[config.mk]
export PLATFORM = sky130hd
export DESIGN_NAME = cgwf_gateway
export DESIGN_NICKNAME = d
export VERILOG_FILES = /design/src/cgwf_pkg.sv /design/src/cgwf_gateway.sv /design/src/cgwf_tick.sv /design/src/cgwf_store.sv
export SDC_FILE = /design/constraint.sdc
export NUM_CORES = 1
export LEC_CHECK = 0
export BUFFER_PORTS_ARGS = -buffer_cell sky130_fd_sc_hd__buf_2
export CAP_MARGIN = 20
export CORE_MARGIN = 5
export CORE_UTILIZATION = 30
export DETAILED_ROUTE_END_ITERATION = 16
export SYNTH_ARGS = -nofsm -noshare
export SYNTH_HDL_FRONTEND = slang
export SYNTH_HIERARCHICAL = 1
export SYNTH_SLANG_ARGS = --single-unit
[constraint.sdc]
create_clock -name clk_i -period 4.35 [get_ports clk_i]
set_input_delay 0.2175 -clock clk_i [delete_from_list [all_inputs] [get_ports clk_i]]
set_output_delay 0.2175 -clock clk_i [all_outputs]
set_load 0.02 [all_outputs]
[src/cgwf_pkg.sv]
package cgwf_pkg;
  localparam int DATA_W = 32;
  localparam int ADDR_W = 8;
  localparam int FRAME_W = 32;
  localparam int STORE_DEPTH = 16;
  localparam int PTR_W = 4;
  localparam int CNT_W = 5;
  localparam int TGT_W = 4;

  localparam logic [ADDR_W-1:0] ADDR_CONFIG = 8'h00;
  localparam logic [ADDR_W-1:0] ADDR_STATUS = 8'h04;
  localparam logic [ADDR_W-1:0] ADDR_GLOBAL = 8'h08;
  localparam logic [ADDR_W-1:0] ADDR_ACCESS = 8'h0c;

  localparam int CFG_EN = 0;
  localparam int CFG_MODE_LO = 1;
  localparam int CFG_RXIE = 3;
  localparam int CFG_TXIE = 4;
  localparam int CFG_IM = 5;
  localparam int CFG_THR_LO = 6;
  localparam int CFG_DEPTH_LO = 9;
  localparam int CFG_RANGE = 12;
  localparam int CFG_SRC = 13;
  localparam int CFG_CAPTURE = 14;
  localparam int CFG_INTV_LO = 16;

  localparam int ST_EMPTY = 0;
  localparam int ST_FULL = 1;
  localparam int ST_LOST = 2;
  localparam int ST_RXIRQ = 3;
  localparam int ST_TXIRQ = 4;
  localparam int ST_CNT_LO = 8;

  localparam logic [15:0] PRESCALE_RESET = 16'h0001;
  localparam logic [7:0] INTERVAL_RESET = 8'h00;
  localparam logic [2:0] DEPTH_RESET = 3'h1;
  localparam logic [2:0] DEPTH_CODE_4 = 3'h1;
  localparam logic [2:0] DEPTH_CODE_8 = 3'h2;
  localparam logic [CNT_W-1:0] DEPTH_4 = 5'h04;
  localparam logic [CNT_W-1:0] DEPTH_8 = 5'h08;
  localparam logic [CNT_W-1:0] DEPTH_16 = 5'h10;
  localparam logic [3:0] RANGE_DIV_LAST = 4'h9;
  localparam int EIGHTHS_SHIFT = 3;

  typedef enum logic [1:0] {
    MODE_RX = 2'b00,
    MODE_TX = 2'b01,
    MODE_GW = 2'b10
  } cgwf_mode_type;

  typedef enum logic [1:0] {
    TX_IDLE,
    TX_REQ,
    TX_SEND,
    TX_GAP
  } cgwf_tx_state_type;

  function automatic logic [CNT_W-1:0] cgwf_depth(input logic [2:0] code);
    case (code)
      DEPTH_CODE_4: cgwf_depth = DEPTH_4;
      DEPTH_CODE_8: cgwf_depth = DEPTH_8;
      default: cgwf_depth = DEPTH_16;
    endcase
  endfunction
endpackage

[src/cgwf_gateway.sv]
`timescale 1ns/100ps
module cgwf_gateway import cgwf_pkg::*; #(
  parameter logic [TGT_W-1:0] FIFO_INDEX = 4'h0
) (
  input wire logic clk_i,
  input wire logic rst_n_i,
  input wire logic [ADDR_W-1:0] addr_i,
  input wire logic [DATA_W-1:0] wdata_i,
  input wire logic wr_i,
  input wire logic rd_i,
  output logic [DATA_W-1:0] rdata_o,
  input wire logic rx_valid_i,
  input wire logic [TGT_W-1:0] filter_rule_target_pointer_i,
  input wire logic [FRAME_W-1:0] rx_frame_i,
  output logic tx_req_o,
  output logic [FRAME_W-1:0] tx_frame_o,
  input wire logic tx_start_i,
  input wire logic tx_done_i,
  input wire logic tx_err_i,
  input wire logic tx_arb_lost_i,
  input wire logic bit_tick_i,
  input wire logic chan_reset_i,
  output logic mirror_valid_o,
  output logic [FRAME_W-1:0] mirror_frame_o,
  output logic rx_irq_o,
  output logic tx_irq_o
);
  logic fifo_enable_bit, next_fifo_enable_bit;
  cgwf_mode_type fifo_operating_mode, next_fifo_operating_mode;
  logic fifo_rx_irq_enable, next_fifo_rx_irq_enable;
  logic fifo_tx_irq_enable, next_fifo_tx_irq_enable;
  logic fifo_interrupt_mode, next_fifo_interrupt_mode;
  logic [2:0] fill_threshold_code, next_fill_threshold_code;
  logic [2:0] fifo_depth_code, next_fifo_depth_code;
  logic interval_range_select, next_interval_range_select;
  logic interval_source_select, next_interval_source_select;
  logic full_capture, next_full_capture;
  logic [7:0] interval_count_value, next_interval_count_value;
  logic [15:0] interval_prescaler_value, next_interval_prescaler_value;
  logic lost_flag, next_lost_flag;
  logic rx_flag, next_rx_flag;
  logic fifo_tx_irq_flag, next_fifo_tx_irq_flag;
  logic abort_pending, next_abort_pending;
  cgwf_tx_state_type state, next_state;
  logic [7:0] gap_cnt, next_gap_cnt;
  logic next_tx_req;
  logic [FRAME_W-1:0] next_tx_frame;
  logic next_mirror_valid;
  logic [FRAME_W-1:0] next_mirror_frame;
  logic [DATA_W-1:0] next_rdata;

  logic [FRAME_W-1:0] head;
  logic [CNT_W-1:0] count;
  logic [CNT_W-1:0] depth;
  logic [CNT_W-1:0] thr_level;
  logic [CNT_W+3:0] thr_mult;
  logic presc_tick, tick;
  logic full, hit, hw_push, sw_push, push, over, pop, sw_pop, tx_pop;
  logic flush, auto_tx, cfg_wr, st_wr, rx_event, tx_event;
  logic [DATA_W-1:0] cfg_word, st_word;

  cgwf_store u_store (
    .clk_i(clk_i),
    .rst_n_i(rst_n_i),
    .flush_i(flush),
    .push_i(push),
    .over_i(over),
    .pop_i(pop),
    .data_i(sw_push ? wdata_i : rx_frame_i),
    .head_o(head),
    .count_o(count)
  );

  // prescaler runs only while waiting, so every wait starts phase aligned
  cgwf_tick u_tick (
    .clk_i(clk_i),
    .rst_n_i(rst_n_i),
    .run_i(state == TX_GAP),
    .div_i(interval_prescaler_value),
    .range_i(interval_range_select),
    .tick_o(presc_tick)
  );

  always_comb begin
    cfg_wr = wr_i && addr_i == ADDR_CONFIG;
    st_wr = wr_i && addr_i == ADDR_STATUS;
    depth = cgwf_depth(fifo_depth_code);
    full = count >= depth;
    auto_tx = fifo_operating_mode == MODE_TX || fifo_operating_mode == MODE_GW;
    flush = !fifo_enable_bit;
    hit = rx_valid_i && filter_rule_target_pointer_i == FIFO_INDEX && fifo_enable_bit
      && fifo_operating_mode != MODE_TX;
    // frame contents reachable by software outside gateway only
    sw_push = wr_i && addr_i == ADDR_ACCESS && fifo_operating_mode == MODE_TX && fifo_enable_bit && !full;
    sw_pop = rd_i && addr_i == ADDR_ACCESS && fifo_operating_mode == MODE_RX && count != '0;
    // storing goes on during the interval wait
    hw_push = hit && !full;
    // when full, overwrite newest or drop
    over = hit && full && full_capture;
    push = hw_push || sw_push;
    tx_pop = state == TX_SEND && tx_done_i && fifo_enable_bit;
    pop = tx_pop || sw_pop;
    tick = interval_source_select ? bit_tick_i : presc_tick;
    // fill level in eighths of depth, at least one frame
    thr_mult = {4'h0, depth} * ({6'h00, fill_threshold_code} + 9'h001);
    thr_level = thr_mult[CNT_W+2:EIGHTHS_SHIFT];
    if (thr_level == '0) begin
      thr_level = 5'h01;
    end
    // per frame, else on reaching the threshold
    rx_event = fifo_interrupt_mode ? (hw_push || over) : (hw_push && count + 5'h01 == thr_level);
    // per frame or on drain; abort adds no source
    tx_event = fifo_interrupt_mode ? (state == TX_SEND && tx_done_i) : (tx_pop && count == 5'h01);
  end

  always_comb begin
    next_fifo_enable_bit = fifo_enable_bit;
    next_fifo_operating_mode = fifo_operating_mode;
    next_fifo_rx_irq_enable = fifo_rx_irq_enable;
    next_fifo_tx_irq_enable = fifo_tx_irq_enable;
    next_fifo_interrupt_mode = fifo_interrupt_mode;
    next_fill_threshold_code = fill_threshold_code;
    next_fifo_depth_code = fifo_depth_code;
    next_interval_range_select = interval_range_select;
    next_interval_source_select = interval_source_select;
    next_full_capture = full_capture;
    next_interval_count_value = interval_count_value;
    next_interval_prescaler_value = interval_prescaler_value;
    if (cfg_wr) begin
      next_fifo_enable_bit = wdata_i[CFG_EN];
      next_fifo_operating_mode = cgwf_mode_type'(wdata_i[CFG_MODE_LO +: 2]);
      next_fifo_rx_irq_enable = wdata_i[CFG_RXIE];
      next_fifo_tx_irq_enable = wdata_i[CFG_TXIE];
      next_fifo_interrupt_mode = wdata_i[CFG_IM];
      next_fill_threshold_code = wdata_i[CFG_THR_LO +: 3];
      next_fifo_depth_code = wdata_i[CFG_DEPTH_LO +: 3];
      next_interval_range_select = wdata_i[CFG_RANGE];
      next_interval_source_select = wdata_i[CFG_SRC];
      next_full_capture = wdata_i[CFG_CAPTURE];
      next_interval_count_value = wdata_i[CFG_INTV_LO +: 8];
    end
    if (wr_i && addr_i == ADDR_GLOBAL) begin
      next_interval_prescaler_value = wdata_i[15:0];
    end
  end

  // flags: writing zero clears, a same-cycle event wins
  always_comb begin
    next_lost_flag = lost_flag;
    next_rx_flag = rx_flag;
    next_fifo_tx_irq_flag = fifo_tx_irq_flag;
    if (st_wr && !wdata_i[ST_LOST]) begin
      next_lost_flag = 1'b0;
    end
    if (st_wr && !wdata_i[ST_RXIRQ]) begin
      next_rx_flag = 1'b0;
    end
    if (st_wr && !wdata_i[ST_TXIRQ]) begin
      next_fifo_tx_irq_flag = 1'b0;
    end
    if (hit && full && !full_capture) begin
      next_lost_flag = 1'b1;
    end
    if (rx_event) begin
      next_rx_flag = 1'b1;
    end
    if (tx_event) begin
      next_fifo_tx_irq_flag = 1'b1;
    end
  end

  always_comb begin
    next_state = state;
    next_gap_cnt = gap_cnt;
    next_tx_req = tx_req_o;
    next_tx_frame = tx_frame_o;
    next_mirror_valid = 1'b0;
    next_mirror_frame = mirror_frame_o;
    next_abort_pending = abort_pending;
    // abort waits only for a frame offered or on the bus
    if (cfg_wr && !wdata_i[CFG_EN] && (state == TX_REQ || state == TX_SEND)) begin
      next_abort_pending = 1'b1;
    end
    case (state)
      TX_IDLE: begin
        if (fifo_enable_bit && auto_tx && count != '0 && !chan_reset_i) begin
          next_state = TX_REQ;
          next_tx_req = 1'b1;
          next_tx_frame = head;
        end
      end
      TX_REQ: begin
        // request held until channel starts it or, with an abort pending, reports error or lost arbitration
        if (tx_start_i) begin
          next_state = TX_SEND;
        end else if ((tx_err_i || tx_arb_lost_i) && abort_pending) begin
          next_state = TX_IDLE;
          next_tx_req = 1'b0;
          next_abort_pending = 1'b0;
        end
      end
      TX_SEND: begin
        if (tx_done_i) begin
          next_tx_req = 1'b0;
          // sent frames stay visible through the mirror path
          next_mirror_valid = 1'b1;
          next_mirror_frame = tx_frame_o;
          next_gap_cnt = 8'h00;
          if (abort_pending) begin
            next_state = TX_IDLE;
            next_abort_pending = 1'b0;
          end else if (interval_count_value != 8'h00) begin
            next_state = TX_GAP;
          end else begin
            next_state = TX_IDLE;
          end
        end else if (tx_err_i || tx_arb_lost_i) begin
          // abort ends on error or lost arbitration, else retry
          if (abort_pending) begin
            next_state = TX_IDLE;
            next_tx_req = 1'b0;
            next_abort_pending = 1'b0;
          end else begin
            next_state = TX_REQ;
          end
        end
      end
      TX_GAP: begin
        // timer stops on disable or channel reset
        if (!fifo_enable_bit || chan_reset_i) begin
          next_state = TX_IDLE;
          next_gap_cnt = 8'h00;
        // expiry releases next frame, timer cleared
        end else if (tick) begin
          if (gap_cnt + 8'h01 >= interval_count_value) begin
            next_state = TX_IDLE;
            next_gap_cnt = 8'h00;
          end else begin
            next_gap_cnt = gap_cnt + 8'h01;
          end
        end
      end
      default: begin
        next_state = TX_IDLE;
        next_tx_req = 1'b0;
      end
    endcase
  end

  always_comb begin
    cfg_word = '0;
    cfg_word[CFG_EN] = fifo_enable_bit;
    cfg_word[CFG_MODE_LO +: 2] = fifo_operating_mode;
    cfg_word[CFG_RXIE] = fifo_rx_irq_enable;
    cfg_word[CFG_TXIE] = fifo_tx_irq_enable;
    cfg_word[CFG_IM] = fifo_interrupt_mode;
    cfg_word[CFG_THR_LO +: 3] = fill_threshold_code;
    cfg_word[CFG_DEPTH_LO +: 3] = fifo_depth_code;
    cfg_word[CFG_RANGE] = interval_range_select;
    cfg_word[CFG_SRC] = interval_source_select;
    cfg_word[CFG_CAPTURE] = full_capture;
    cfg_word[CFG_INTV_LO +: 8] = interval_count_value;
    st_word = '0;
    // empty only once any aborted frame has finished
    st_word[ST_EMPTY] = count == '0 && !abort_pending;
    st_word[ST_FULL] = full;
    st_word[ST_LOST] = lost_flag;
    st_word[ST_RXIRQ] = rx_flag;
    st_word[ST_TXIRQ] = fifo_tx_irq_flag;
    st_word[ST_CNT_LO +: CNT_W] = count;
    next_rdata = '0;
    if (rd_i) begin
      case (addr_i)
        ADDR_CONFIG: next_rdata = cfg_word;
        ADDR_STATUS: next_rdata = st_word;
        ADDR_GLOBAL: next_rdata = {16'h0000, interval_prescaler_value};
        ADDR_ACCESS: next_rdata = sw_pop ? head : '0;
        default: next_rdata = '0;
      endcase
    end
  end

  always_ff @(posedge clk_i or negedge rst_n_i) begin
    if (!rst_n_i) begin
      fifo_enable_bit <= 1'b0;
      fifo_operating_mode <= MODE_RX;
      fifo_rx_irq_enable <= 1'b0;
      fifo_tx_irq_enable <= 1'b0;
      fifo_interrupt_mode <= 1'b0;
      fill_threshold_code <= 3'h0;
      fifo_depth_code <= DEPTH_RESET;
      interval_range_select <= 1'b0;
      interval_source_select <= 1'b0;
      full_capture <= 1'b0;
      interval_count_value <= INTERVAL_RESET;
      interval_prescaler_value <= PRESCALE_RESET;
      lost_flag <= 1'b0;
      rx_flag <= 1'b0;
      fifo_tx_irq_flag <= 1'b0;
      abort_pending <= 1'b0;
      state <= TX_IDLE;
      gap_cnt <= 8'h00;
      tx_req_o <= 1'b0;
      tx_frame_o <= '0;
      mirror_valid_o <= 1'b0;
      mirror_frame_o <= '0;
      rdata_o <= '0;
      rx_irq_o <= 1'b0;
      tx_irq_o <= 1'b0;
    end else begin
      fifo_enable_bit <= next_fifo_enable_bit;
      fifo_operating_mode <= next_fifo_operating_mode;
      fifo_rx_irq_enable <= next_fifo_rx_irq_enable;
      fifo_tx_irq_enable <= next_fifo_tx_irq_enable;
      fifo_interrupt_mode <= next_fifo_interrupt_mode;
      fill_threshold_code <= next_fill_threshold_code;
      fifo_depth_code <= next_fifo_depth_code;
      interval_range_select <= next_interval_range_select;
      interval_source_select <= next_interval_source_select;
      full_capture <= next_full_capture;
      interval_count_value <= next_interval_count_value;
      interval_prescaler_value <= next_interval_prescaler_value;
      lost_flag <= next_lost_flag;
      rx_flag <= next_rx_flag;
      fifo_tx_irq_flag <= next_fifo_tx_irq_flag;
      abort_pending <= next_abort_pending;
      state <= next_state;
      gap_cnt <= next_gap_cnt;
      tx_req_o <= next_tx_req;
      tx_frame_o <= next_tx_frame;
      mirror_valid_o <= next_mirror_valid;
      mirror_frame_o <= next_mirror_frame;
      rdata_o <= next_rdata;
      // outputs gated by enables, flags survive disable
      rx_irq_o <= next_rx_flag && next_fifo_rx_irq_enable;
      tx_irq_o <= next_fifo_tx_irq_flag && next_fifo_tx_irq_enable;
    end
  end
endmodule // cgwf_gateway

[src/cgwf_tick.sv]
`timescale 1ns/100ps
module cgwf_tick import cgwf_pkg::*; (
  input wire logic clk_i,
  input wire logic rst_n_i,
  input wire logic run_i,
  input wire logic [15:0] div_i,
  input wire logic range_i,
  output logic tick_o
);
  logic half, next_half;
  logic [15:0] mcnt, next_mcnt;
  logic [3:0] dcnt, next_dcnt;
  logic next_tick;

  always_comb begin
    next_half = 1'b0;
    next_mcnt = 16'h0000;
    next_dcnt = 4'h0;
    next_tick = 1'b0;
    if (run_i) begin
      next_half = ~half;
      next_mcnt = mcnt;
      next_dcnt = dcnt;
      if (half) begin
        // zero divider behaves as one, never a stuck timer
        if (mcnt + 16'h0001 >= div_i || div_i == 16'h0000) begin
          next_mcnt = 16'h0000;
          if (!range_i) begin
            next_tick = 1'b1;
          end else if (dcnt == RANGE_DIV_LAST) begin
            next_dcnt = 4'h0;
            next_tick = 1'b1;
          end else begin
            next_dcnt = dcnt + 4'h1;
          end
        end else begin
          next_mcnt = mcnt + 16'h0001;
        end
      end
    end
  end

  always_ff @(posedge clk_i or negedge rst_n_i) begin
    if (!rst_n_i) begin
      half <= 1'b0;
      mcnt <= 16'h0000;
      dcnt <= 4'h0;
      tick_o <= 1'b0;
    end else begin
      half <= next_half;
      mcnt <= next_mcnt;
      dcnt <= next_dcnt;
      tick_o <= next_tick;
    end
  end
endmodule // cgwf_tick

[src/cgwf_store.sv]
`timescale 1ns/100ps
module cgwf_store import cgwf_pkg::*; (
  input wire logic clk_i,
  input wire logic rst_n_i,
  input wire logic flush_i,
  input wire logic push_i,
  input wire logic over_i,
  input wire logic pop_i,
  input wire logic [FRAME_W-1:0] data_i,
  output logic [FRAME_W-1:0] head_o,
  output logic [CNT_W-1:0] count_o
);
  logic [FRAME_W-1:0] mem [STORE_DEPTH];
  logic [PTR_W-1:0] wr_ptr, next_wr_ptr, rd_ptr, next_rd_ptr;
  logic [CNT_W-1:0] count, next_count;

  assign head_o = mem[rd_ptr];
  assign count_o = count;

  always_comb begin
    next_wr_ptr = wr_ptr;
    next_rd_ptr = rd_ptr;
    next_count = count;
    if (flush_i) begin
      next_wr_ptr = '0;
      next_rd_ptr = '0;
      next_count = '0;
    end else begin
      if (push_i) begin
        next_wr_ptr = wr_ptr + 4'h1;
      end
      if (pop_i) begin
        next_rd_ptr = rd_ptr + 4'h1;
      end
      next_count = count + {4'h0, push_i} - {4'h0, pop_i};
    end
  end

  // data array carries no reset, pointers alone define content
  always_ff @(posedge clk_i) begin
    if (!flush_i && push_i) begin
      mem[wr_ptr] <= data_i;
    end else if (!flush_i && over_i) begin
      mem[wr_ptr - 4'h1] <= data_i;
    end
  end

  always_ff @(posedge clk_i or negedge rst_n_i) begin
    if (!rst_n_i) begin
      wr_ptr <= '0;
      rd_ptr <= '0;
      count <= '0;
    end else begin
      wr_ptr <= next_wr_ptr;
      rd_ptr <= next_rd_ptr;
      count <= next_count;
    end
  end
endmodule // cgwf_store

-- After elaboration in Yosys (flattened, before gate mapping)
Memory sizes are Yosys's and may differ from the RTL's.
Cells that the tools add are included.
- register bits: 188
- memory bits (writable): 512
- input bits: 87
- output and inout port bits: 100
- word-level logic and storage cells: 224
- memories: 1
- add/sub/neg operators: 10
- $mul: 1
- $lt $le $gt $ge: 3
- eq/ne operators: 28
- muxes and demuxes: 77
- bitwise gates (word level): 1
- reductions and logical operators: 71
- memory list (name ; depth ; bits a word ; read ports ; clocked after memory_dff ; wr ports ; RTL line ; source):
    u_store.mem ; 16 ; 32 ; 1 ; 0 ; 1 ; cgwf_store.sv:13 ; logic [FRAME_W-1:0] mem [STORE_DEPTH];
- operator list (operator ; number):
    2-to-1 mux 32 bit ; 4
    one-hot mux 32 bit (4 select lines) ; 1
    2-to-1 mux 16 bit ; 3
    2-to-1 mux 4 bit ; 10
    2-to-1 mux 1 bit ; 38
    logical AND 1 bit ; 35
    2-to-1 mux 8 bit ; 4
    OR reduction 32 bit ; 1
    2-to-1 mux 2 bit ; 10
    adder 16 x 1 -> 16 bit, second input constant ; 1
    equality test 8 x 4 -> 1 bit, second input constant ; 2
    greater-or-equal comparator 16 bit ; 1
    zero test 16 bit ; 1
    one-hot mux 8 bit (2 select lines) ; 1
    adder 4 x 1 -> 4 bit, second input constant ; 3
    inequality test 2 bit, second input constant ; 6
    zero test 5 bit ; 2
    2-to-1 mux 5 bit ; 2
    one-hot mux 5 bit (2 select lines) ; 1
    zero test 1 bit ; 9
    inequality test 3 bit, second input constant ; 3
    adder 8 x 1 -> 8 bit, second input constant ; 1
    equality test 8 x 3 -> 1 bit, second input constant ; 1
    greater-or-equal comparator 8 bit ; 1
    other kinds (32) ; 50

-- Logic depth before layout (Yosys ltp)
Gate-level depths: netlist (run 1).
- depth in word-level cells: 12
- mapped depth: 15
- depth with buffers taken out: 14

-- Hierarchy
Netlist (run 1), hierarchy kept.
- modules (own cells, without submodules) (module ; times used ; cells each ; area an instance (µm²) ; sequential area each (µm²)):
    cgwf_store ; 1 ; 896 ; 20045.5 ; 15700.1
    cgwf_gateway ; 1 ; 605 ; 7494.7 ; 3831.2
    cgwf_tick ; 1 ; 175 ; 1637.8 ; 550.5

-- Worst setup path after synthesis (run 1)
OpenSTA, ideal clock, no wires.
- path type: reg2reg
- start: register fifo_depth_code[0]
- end: memory u_store.mem[5][0] (enable)
- library setup time: 0.421 ns
- arrival time: 3.911 ns
- data required time: 3.929 ns
- setup slack: 0.018 ns
- stages on the path, launching flop included: 14
- path buffers: 2
- clock period less this slack: 4.332 ns
- cells stage by stage: dfstp_2 nand2b_1 nor2_1 ha_1 a21bo_2 a21o_1 a21o_1 a21oi_1 buf_2 nand2b_1 clkbuf_1 or4_1 nand3_1 nor2_1
- longest elaborated chain between the ends: 11
- elaborated cells between the ends (all ways): 20
- classes of those cells: order compare (1); eq/ne (2); mux (8); reduce/logical (9)
- RTL lines (element ; RTL line ; source):
    from (decl) ; cgwf_gateway.sv:34 ; logic [2:0] fifo_depth_code, next_fifo_depth_code;
    from (signal assigned) ; cgwf_gateway.sv:317 ; fifo_depth_code <= next_fifo_depth_code;
    equality test 3 x 2 -> 1 bit or equality test 3 x 1 -> 1 bit (tied branches) ; cgwf_pkg.sv:59 ; case (code)
    one-hot mux 5 bit (2 select lines) (*) ; cgwf_pkg.sv:59 ;
    greater-or-equal comparator 5 bit (*) ; cgwf_gateway.sv:88 ; full = count >= depth;
    zero test 1 bit (*) ; cgwf_gateway.sv:94, cgwf_gateway.sv:97 ;
    logical AND 1 bit, on equally long branches ; cgwf_gateway.sv:97, cgwf_gateway.sv:94 ;
    logical OR 1 bit (*) ; cgwf_gateway.sv:100 ; push = hw_push || sw_push;
    via push ; cgwf_gateway.sv:58 ; logic full, hit, hw_push, sw_push, push, over, pop, sw_pop, tx_pop;
    logical AND 1 bit (*) ; cgwf_store.sv:41 ; if (!flush_i && push_i) begin
    2-to-1 mux 1 bit ; cgwf_store.sv:41 ;
    2-to-1 mux 1 bit (not written as such) ; cgwf_store.sv:44 ; mem[wr_ptr - 4'h1] <= data_i;
    OR reduction 32 bit (no source line) ; -- ;
    2-to-1 mux 4 bit (no source line) or 2-to-1 mux 1 bit (tied branches) ; -- ;
    to (decl) ; cgwf_store.sv:13 ;
Mark *: on every way through the listed nets, which the timed path passes. The rest lies on a longest branch.

-- Worst setup path in the final report (run 1)
- start: register fifo_depth_code[0]
- end: memory u_store.mem[13][9] (enable)
The elaborated chain is that of the path after synthesis.

==> results of run 1 <==
[worst reg2reg max path: cells and delay by family (launching register included)]
kind | cells | cell delay, ns
buffers and inverters | 1 | 0.28
adder cells (fa/ha/maj) | 1 | 0.23
AO/OA/AOI/OAI | 5 | 1.69
flip-flops | 1 | 0.56
AND/OR/NAND/NOR | 5 | 0.78
[routing by layer]
layer / vias to the layer above / global-route usage [%] / routed length (microns)
met1: 8574 / 18.9 / 31900
li1: 7132 / - / -
met3: 104 / 2.63 / 4290
met5: - / 0 / 0
met2: 490 / 24.8 / 38200
met4: 0 / 4.15 / 1840
[what timing repair did]
action	in CTS	in global routing
hold endpoints to repair	144	0
resized for setup	0	0
buffers inserted	0	0
hold buffers	25	0
[synthesized netlist by cell type, drive strengths merged (4+ instances only)]
cell type	count
a211oi	5
a21o	9
a21oi	22
a221oi	10
a222oi	5
a22oi	73
a31oi	7
a32o	15
and2	14
and3	8
buf	35
clkbuf	45
dfrtp	186
edfxtp	512
ha	59
inv	53
mux2	137
mux2i	14
mux4	128
nand2	72
nand2b	15
nand3	20
nand4	9
nor2	80
nor2b	11
nor3	12
nor3b	4
nor4	11
o21ai	19
or3	9
xnor2	20
xor2	22
[sequential cells by signal, indices dropped and copies added, names as in the netlist, 4 cells and up]
name                      cells
u_store/mem                 512
mirror_frame_o               32
tx_frame_o                   32
rdata_o                      32
u_store/rd_ptr                4
interval_prescaler_value     16
u_tick/mcnt                  16
u_store/wr_ptr                4
u_store/count_o               5
u_tick/dcnt                   4
gap_cnt                       8
interval_count_value          8
[cell type report]
class / count / area share (%)
inverter: 54 / 0.581
clock buffer: 102 / 6.15
timing repair buffer: 268 / 5.11
tap: 1276 / 4.58
clock inverter: 42 / 1.28
sequential: 700 / 57.6
multi-input combinational: 842 / 24.7
antenna: 3 / 0.0215
[worst max path at each step]
stage                                       from            endpoint  slack [ns]  depth (start not counted)
after global placement    fill_threshold_code[0]            rx_irq_o        0.44                         14
after global routing      fill_threshold_code[0]            rx_irq_o        0.29                         14
after detailed placement  fill_threshold_code[0]            rx_irq_o        0.49                         14
final                         fifo_depth_code[0]  u_store/mem[13][9]        0.48                         12
after CTS                 fill_threshold_code[0]            rx_irq_o        0.47                         14
after floorplan               fifo_depth_code[0]   u_store/mem[5][0]        0.02                         13
[power by group through the flow]
stage,Clock (mW),Combinational [mW],Sequential (mW)
6_report,6.65,0.613,7.25
5_1_grt,7.11,0.673,7.25
4_1_cts,6.81,0.620,7.25
3_5_place_dp,0,0.599,7.39
3_3_place_gp,0,0.576,7.39
2_1_floorplan,0,0.348,7.38
[cells by family after synthesis]
group	count (synthesis)	share of synthesized area (%)
DFF	700	68.8
muxes	279	15.7
and+or+nand+nor	278	4.76
AOI/OAI and AO/OA	180	4.53
buffers and inverters	134	2.13
adders and majority gates	62	2.74
xor gates and xnor gates	43	1.34
[through the flow]
stage | hold slack [ns] | instance area [sq um] | power, mW
after floorplan | -0.0781 | 29200 | 7.73
after global routing | 0.0183 | 34900 | 15.0
after CTS | 0.000913 | 34900 | 14.7
after global placement | 0.351 | 32000 | 7.96
after detailed placement | 0.373 | 32000 | 7.99
final | 0.0286 | 34900 | 14.5
==> key figures, run 1 <==
Status
  – Status: finished, final reports clean

STA
  – Final setup skew: 0.0251 ns
  – Final setup TNS: 0 ns
  – Fmax: 258 MHz
  – Worst slew margin: 36.7%
  – Worst Slack Setup Final: 0.477 ns
  – RSZ-0062 raised after global routing: false
  – Fin. max-slew vios: 0
  – Fin crit share: 89.0%
  – Minimum clock period: 3.87 ns
  – Final Hold Viols: 0
  – Slew @ Worst Pin: 0.949 ns
  – Endpoints failing setup: 0

Final layout
  – Area Growth Syn to Fin: 19.6%
  – Final Non-Filler Cells: 3287
  – Most common cell after layout, fill and taps aside: edfxtp_1
  – Footprint of the multi-input gates: 8610 sq um
  – Most frequent cells in the layout: 512 x edfxtp_1, 185 x buf_2, 184 x dfrtp_1
  – Total Nets Final: 2095
  – Filler cells: 8898
  – Final core area utilization: 36.1%
  – Register area: 20100 sq um
  – Layout cell share with drive strength beyond 1: 32.9%

Yosys
  – Syn nets: 1825
  – Async S/R FF share, synth: 26.9%
  – Seq/Total Area, Yosys: 68.8%
  – Synthesized area: 29200 sq um
  – Synth cell types: 69
  – Cell taking the most area after synthesis: edfxtp_1
  – Number of synthesized flops with an enable pin: 512
  – Yosys reg bits: 700
  – Top cell type's share of synthesized area: 52.7%
  – Top_reg_cell synth: edfxtp_1
  – Syn. warnings: 6
  – Cell count after synthesis: 1676
  – Mean Syn Cell Area: 17.4 sq um
  – Synth area leaders: edfxtp_1 53%, dfrtp_1 16%, mux4_2 9.9%

Critical path
  – CP max-delay cell: o21ai_1
  – Reg2reg path depth: 12
  – WS Path Type: register to register
  – Critical Path Max Stage Delay: 0.65 ns
  – RR Endpoint: u_store/mem[13][9]
  – Worst setup EP type: register
  – Worst r2r src: fifo_depth_code[0]
  – Critical path required time: 4.69 ns
  – Critical path startpoint category: register
  – Worst Path Buf+Inv: 1
  – FF-to-FF setup slack: 0.48 ns
  – Crit path cell chain: nand2b_1, nor2_1, ha_1, a21bo_2, a21o_1, a21o_1, a21oi_1, nand2b_1, nor4_1, o21ai_1, nor2_4, buf_4
  – Delay-heaviest family, CP: compound AO/OA/AOI/OAI gates
  – Crit-path max FO: 19
  – CP Data Arrival Time: 4.21 ns

Clocking
  – CTS clock-pin slew for the worst setup and hold paths: 0.06 ns
  – TritonCTS clock tree: yes
  – Clock Sinks: 700
  – CTS max path bufs: 3
  – CTS root buf: clkbuf_16
  – Inserted Clock Buffers: 80
  – H-tree depth: 3
  – Clock latency on the worst-skew pair: 0.64 ns

Min path
  – Worst Hold End: interval_count_value[7]
  – Hold Path Stages: 2
  – Hold Startpoint: wdata_i[23]
  – Class of the worst hold path: input port to register

Placed design
  – Post-DP HPWL: 50100 microns
  – DP Cell Count: 3114
  – Place WS: 0.488 ns
  – Port Buffers: 186
  – Placer's final routability congestion estimate: 0.853

GRT
  – GRT Residual Overflow: 0
  – Gr usage total: 14.5%
  – First-pass GRT wire length: 113000 microns
  – Vias in the first global route: 17.2k
  – Largest net degree at the start of global routing: 107
  – Initial antenna violation count: 5

Detailed routing
  – DRT Pass-1 Iters: 5
  – Post-route DRC: 0
  – Post-Route WL: 76200 microns
  – Routed Antenna Nets: 0
  – Vias per cell: 4.96
  – Routed via count: 16.3k
  – Routed wire per std cell: 23.2 microns
  – 1st-iter DRT viols: 1214

Power and ir drop
  – PD cells: 416 nW/um^2
  – Reg power frac: 50.0%
  – Sw Pwr: 3.17 mW
  – Leakage: 12.8 nW
  – Switch share: 21.8%
  – Peak supply drop: 0.247 mV
  – P_int: 11.4 mW
  – Combinational Power Share: 4.2%
  – Clock share of power: 45.8%

Die
  – Die Y: 322 microns
  – FP Rows: 114
  – Die area: 104000 sq um
  – Core region area: 96600 sq um
  – I/O pins: 187
  – Chip width: 322 microns
  – Initial Util: 30.2%

Flow run
  – Max cap viols: 0
Note: power is estimated with default switching activity, not from simulation.
==> run 2, diff against run 1 <==
--- a/config.mk
+++ b/config.mk
@@ -10,6 +10,7 @@
 export CORE_MARGIN = 5
 export CORE_UTILIZATION = 30
 export DETAILED_ROUTE_END_ITERATION = 16
+export SETUP_SLACK_MARGIN = 0.5
 export SYNTH_ARGS = -nofsm -noshare
 export SYNTH_HDL_FRONTEND = slang
 export SYNTH_HIERARCHICAL = 1
==> key figures, run 2 (same netlist as run 1, synthesis figures left out) <==
Detailed routing
  – Routed Antenna Nets: 0 (unchanged)
  – Post-route DRC: 0 (unchanged)
  – Post-Route WL: 76200 microns (about the same)
  – DRT Pass-1 Iters: 5 (unchanged)
  – Routed via count: 16.3k (-0.049%)
  – Vias per cell: 4.96 (about the same)
  – Routed wire per std cell: 23.2 microns (about the same)
  – 1st-iter DRT viols: 1197 (-1.4%)

Critical path
  – Reg2reg path depth: 14 (+2)
  – WS Path Type: register to register
  – CP max-delay cell: fa_1
  – Worst setup EP type: register
  – Crit path cell chain: ha_1, xnor2_1, or3_1, fa_1, inv_1, ha_1, ha_1, a21o_1, a21oi_1, xnor3_1, a21oi_1, xnor2_1, a41o_1, and2_1
  – Critical Path Max Stage Delay: 0.52 ns (-0.13 ns)
  – Critical path required time: 4.87 ns (+0.18 ns)
  – Critical Path Most Common Cell: ha_1
  – CP Data Arrival Time: 4.20 ns (about the same)
  – Crit-path max FO: 6 (-13)
  – Critical path startpoint category: register

STA
  – Worst slew margin: 36.1% (-0.64 points)
  – Final Hold Viols: 0 (unchanged)
  – Slew @ Worst Pin: 0.959 ns (+0.00962 ns)
  – Fmax: 272 MHz (+5.3%)
  – Fin crit share: 84.5% (-4.5 points)
  – Final setup skew: 0.0278 ns (+0.00267 ns)
  – Final setup TNS: 0 ns (unchanged)
  – RSZ-0062 raised after global routing: false
  – Endpoints failing setup: 0 (unchanged)
  – Minimum clock period: 3.68 ns (-0.195 ns)
  – Fin. max-slew vios: 0 (unchanged)

GRT
  – GRT Residual Overflow: 0 (unchanged)
  – Initial antenna violation count: 5 (unchanged)
  – First-pass GRT wire length: 113000 microns (unchanged)
  – Largest net degree at the start of global routing: 107 (unchanged)
  – Vias in the first global route: 17.2k (-0.0058%)
  – Gr usage total: 14.5% (unchanged)

Min path
  – Hold Path Stages: 2 (unchanged)
  – Class of the worst hold path: input port to register

Clocking
  – TritonCTS clock tree: yes
  – CTS clock-pin slew for the worst setup and hold paths: 0.06 ns (about the same)
  – CTS max path bufs: 3 (unchanged)
  – H-tree depth: 3 (unchanged)
  – Clock latency on the worst-skew pair: 0.64 ns (about the same)
  – CTS root buf: clkbuf_16
  – Clock Sinks: 700 (unchanged)
  – Setup bufs post-CTS: 0 (unchanged)
  – Inserted Clock Buffers: 80 (unchanged)

Placed design
  – Post-DP HPWL: 50100 microns (unchanged)
  – Placement-stage cell area: 32000 sq um (unchanged)
  – Placer's final routability congestion estimate: 0.853 (unchanged)
  – Port Buffers: 186 (unchanged)

Die
  – Core region area: 96600 sq um (unchanged)
  – I/O pins: 187 (unchanged)
  – Die Y: 322 microns (unchanged)
  – Chip width: 322 microns (unchanged)
  – FP Rows: 114 (unchanged)
  – Die area: 104000 sq um (unchanged)
  – Initial Util: 30.2% (unchanged)

Final layout
  – Filler cells: 8893 (-0.056%)
  – Top reg by flops: u_store/mem
  – Max reg flops: 512 (unchanged)
  – Footprint of the multi-input gates: 8640 sq um (+0.26%)
  – Most common cell after layout, fill and taps aside: edfxtp_1
  – Register area: 20100 sq um (about the same)
  – Layout cell share with drive strength beyond 1: 33.2% (+0.30 points)
  – Most frequent cells in the layout: 512 x edfxtp_1, 185 x buf_2, 183 x dfrtp_1
  – Area Growth Syn to Fin: 19.6% (about the same)
  – Total Nets Final: 2095 (unchanged)
  – Final instance area: 34900 sq um (about the same)

Flow run
  – Max cap viols: 0 (unchanged)

Power and ir drop
  – Overall power: 14.5 mW (about the same)
  – Switch share: 21.8% (about the same)
  – PD cells: 416 nW/um^2 (about the same)
  – Peak supply drop: 0.247 mV (-0.24%)
  – Combinational Power Share: 4.2% (about the same)
  – Reg power frac: 50.0% (about the same)
  – P_int: 11.4 mW (about the same)
  – Leakage: 12.8 nW (about the same)
  – Clock share of power: 45.8% (about the same)
  – Sw Pwr: 3.16 mW (-0.12%)

Status
  – Status: finished, final reports clean
-- run 2: cell type report --
class / instances / area share, %
sequential: 700 / 57.6
inverter: 54 / 0.581
antenna: 3 / 0.0215
clock buffer: 102 / 6.14
timing repair buffer: 268 / 5.10
multi-input combinational: 842 / 24.7
clock inverter: 42 / 1.28
tap: 1276 / 4.57
-- run 2: power groups by stage --
stage,combinational [mW],clock (mW),sequential [mW]
2_1_floorplan,0.348,0,7.38
3_3_place_gp,0.576,0,7.39
3_5_place_dp,0.599,0,7.39
4_1_cts,0.620,6.81,7.25
5_1_grt,0.674,7.11,7.25
6_report,0.614,6.65,7.25
-- run 2: what timing repair did --
action	4_1_cts	5_1_grt
pin swaps	1	0
cloned	0	0
hold buffers	25	0
endpoints found under the setup margin	1	514
resized for setup	0	6
hold endpoints to repair	144	0
-- run 2: through the flow --
stage                     utilization, %  hold WS [ns]  cells  setup WS [ns]
after floorplan                        -       -0.0781   1676         0.0182
after global placement              33.2         0.351   3114          0.445
after detailed placement            33.2         0.373   3114          0.488
after CTS                           36.1      0.000913   3283          0.513
after global routing                36.1        0.0183   3284          0.453
final                               36.1        0.0457   3287          0.673
-- run 2: layer usage --
| metal | vias up | GRT usage [%] | share of wire, % |
|---|---|---|---|
| met2 | 490 | 24.8 | 50 |
| met4 | 0 | 4.15 | 2.4 |
| met5 | - | 0 | 0 |
| met1 | 8557 | 18.9 | 42 |
| met3 | 108 | 2.63 | 5.7 |
| li1 | 7137 | - | - |
-- run 2: final timing paths --
check                                        from                 endpoint  slack, ns
max in group asynchronous                 rst_n_i  interval_count_value[1]       3.03
setup / recovery           fill_threshold_code[0]                 rx_irq_o       0.67
min in group asynchronous                 rst_n_i       u_store/count_o[4]       0.25
setup reg to reg           fill_threshold_code[0]                 rx_irq_o       0.67
hold / removal                        wdata_i[23]  interval_count_value[7]       0.05
hold reg to reg                 mirror_frame_o[9]        mirror_frame_o[9]       0.50
-- run 2: worst max-delay path, delay by kind of cell, from the launching register on --
kind	cells	cell delay [ns]
fa+ha+maj	4	1.36
compound gates	4	0.70
simple gates	2	0.52
xor+xnor	3	0.50
flops	1	0.44
buf+inv	1	0.04
==> run 3, diff against run 2 <==
==> constraint.sdc (replaced) <==
create_clock -name clk_i -period 3 [get_ports clk_i]
set_input_delay 0.15 -clock clk_i [delete_from_list [all_inputs] [get_ports clk_i]]
set_output_delay 0.15 -clock clk_i [all_outputs]
set_load 0.02 [all_outputs]
==> key figures, run 3 (same netlist as run 1, synthesis figures left out) <==
STA
  – Hold slack: 0.0232 ns (-0.0225 ns)
  – Endpoints failing setup: 768 (+768)
  – Worst slew margin: 37.5% (+1.5 points)
  – Fin. max-slew vios: 0 (unchanged)
  – Fmax: 288 MHz (+5.8%)
  – Minimum clock period: 3.47 ns (-0.203 ns)
  – RSZ-0062 raised after global routing: true
  – Worst Slack Setup Final: -0.474 ns (-1.15 ns)
  – Slew @ Worst Pin: 0.935 ns (-0.0240 ns)
  – Final setup skew: 0.0238 ns (-0.00403 ns)
  – Final Hold Viols: 0 (unchanged)
  – Fin crit share: 116% (+31 points)

Power and ir drop
  – PD cells: 526 nW/um^2 (+26%)
  – Overall power: 20.0 mW (+38%)
  – Leakage: 14.2 nW (+11%)
  – Peak supply drop: 0.362 mV (+47%)

Die
  – Initial Util: 30.2% (unchanged)
  – Die area: 104000 sq um (unchanged)
  – Die Y: 322 microns (unchanged)
  – Chip width: 322 microns (unchanged)
  – I/O pins: 187 (unchanged)
  – FP Rows: 114 (unchanged)
  – Core region area: 96600 sq um (unchanged)

GRT
  – First-pass GRT wire length: 119000 microns (+5.6%)
  – Initial antenna violation count: 5 (unchanged)
  – Largest net degree at the start of global routing: 64 (-40%)
  – Vias in the first global route: 17.8k (+3.6%)
  – Gr usage total: 15.3% (+0.77 points)
  – GRT Residual Overflow: 0 (unchanged)

Critical path
  – Crit path cell chain: nand2b_4, buf_6, nor2_2, ha_1, a21bo_2, a21o_1, a21o_4, a21oi_4, buf_6, nand2b_4, o31a_1, buf_6, o21ai_4, buf_12, buf_6, nor2_4, buf_12, buf_6, buf_12
  – WS Path Type: register to register
  – Critical path startpoint category: register
  – Critical Path Max Stage Delay: 0.56 ns (+0.04 ns)
  – CP Data Arrival Time: 3.79 ns (-0.41 ns)
  – CP max-delay cell: dfstp_2
  – Worst setup EP type: register
  – Crit-path max FO: 5 (-1)
  – Critical Path Most Common Cell: buf_6
  – Critical path required time: 3.32 ns (-1.55 ns)

Detailed routing
  – Routed Antenna Nets: 0 (unchanged)
  – Post-route DRC: 0 (unchanged)
  – Routed wire per std cell: 23.7 microns (+2.2%)
  – DRT Pass-1 Iters: 5 (unchanged)
  – Routed via count: 17.3k (+6.1%)
  – Post-Route WL: 81900 microns (+7.5%)
  – 1st-iter DRT viols: 1423 (+19%)
  – Vias per cell: 5.00 (+0.94%)

Final layout
  – Final instance area: 38100 sq um (+9.1%)
  – Top reg by flops: u_store/mem
  – Filler cells: 8499 (-4.4%)
  – Layout cell share with drive strength beyond 1: 40.8% (+7.6 points)
  – Most common cell after layout, fill and taps aside: edfxtp_1
  – Area Growth Syn to Fin: 30.6%
  – Max reg flops: 512 (unchanged)
  – Total Nets Final: 2277 (+8.7%)
  – Most frequent cells in the layout: 512 x edfxtp_1, 185 x buf_2, 184 x dfrtp_1

Placed design
  – Port Buffers: 186 (unchanged)
  – Placement-stage cell area: 33100 sq um (+3.4%)
  – Post-DP HPWL: 53000 microns (+5.7%)
  – Placer's final routability congestion estimate: 0.849 (-0.42%)

Clocking
  – Clock Sinks: 700 (unchanged)
  – CTS clock-pin slew for the worst setup and hold paths: 0.06 ns (about the same)
  – Clock latency on the worst-skew pair: 0.61 ns (-0.03 ns)
  – H-tree depth: 3 (unchanged)
  – Inserted Clock Buffers: 68 (-15%)
  – CTS root buf: clkbuf_16
  – TritonCTS clock tree: yes
  – CTS max path bufs: 3 (unchanged)

Min path
  – Class of the worst hold path: input port to register

Flow run
  – Max cap viols: 0 (unchanged)

Status
  – Failing checks: setup timing
  – Status: complete, but fails checks
run 3: cell count changes in the layout (fill, tap and decap cells not counted), moves of 28 or more:
cell	previous run	this run
buf_4	44	93
buf_12	13	61
buf_6	0	48
buf_16	0	34
mux2_4	2	32
mux2_2	133	105
run 3: metal layers:
layer / up-vias / global-route usage, % / wire [microns]
met4: 8 / 3.69 / 1420
li1: 7500 / - / -
met3: 95 / 2.68 / 4850
met1: 9114 / 20.7 / 34400
met5: - / 0 / 53
met2: 573 / 25.7 / 41200
run 3: path summary, 6_finish.rpt:
| kind | startpoint | end | cells past startpoint | slack [ns] |
|---|---|---|---|---|
| max in group asynchronous | rst_n_i | rdata_o[27] | 3 | 1.95 |
| max | fifo_depth_code[0] | u_store/mem[15][25] | 19 | -0.47 |
| max reg2reg | fifo_depth_code[0] | u_store/mem[15][25] | 19 | -0.47 |
| min in group asynchronous | rst_n_i | tx_req_o | 2 | 0.13 |
| min reg2reg | mirror_frame_o[1] | mirror_frame_o[1] | 1 | 0.50 |
| min | rx_frame_i[30] | u_store/mem[1][30] | 2 | 0.02 |
run 3: worst max-delay path, delay by kind of cell, from the launching register on:
family	cells	cell delay (ns)
AOI/OAI and AO/OA	6	1.04
and+or+nand+nor	4	0.37
adders and majority gates	1	0.22
buffers and inverters	8	0.98
DFF	1	0.56
run 3: what timing repair did:
item                                   in CTS  in global routing
endpoints found under the hold margin      99                  0
cloned                                     34                  9
setup buffers                              77                 14
resized for setup                         102                 40
hold buffers                               25                  0
setup endpoints to repair                1080               1109
pin swaps                                  22                 20
run 3: layout make-up:
| type | count | area [sq um] | area share (%) |
|---|---|---|---|
| inverter | 54 | 203 | 0.532 |
| tap | 1276 | 1600 | 4.19 |
| antenna | 1 | 2.50 | 0.00657 |
| multi-input combinational | 842 | 9140 | 24.0 |
| clock inverter | 31 | 312 | 0.818 |
| sequential | 700 | 20100 | 52.7 |
| timing repair buffer | 462 | 4870 | 12.8 |
| clock buffer | 90 | 1890 | 4.96 |
run 3: power breakdown:
group | leakage (nW) | internal, mW | switching (mW) | total, mW
Combinational | 5.96 | 0.383 | 0.612 | 0.995
Sequential | 7.20 | 10.5 | 0.0555 | 10.5
Clock | 1.07 | 4.88 | 3.64 | 8.52
Total | 14.2 | 15.7 | 4.30 | 20.0
run 3: per-stage QoR:
stage	setup TNS, ns	worst slack, ns	std cells	util [%]
final	-214.64	-0.474	3456	39.5
after global routing	-285.33	-0.564	3455	39.5
after CTS	-174.65	-0.430	3432	39.0
after detailed placement	-178.99	-0.464	3175	34.3
after global placement	-141.12	-0.403	3175	34.3
after floorplan	-157.25	-0.336	1676	-
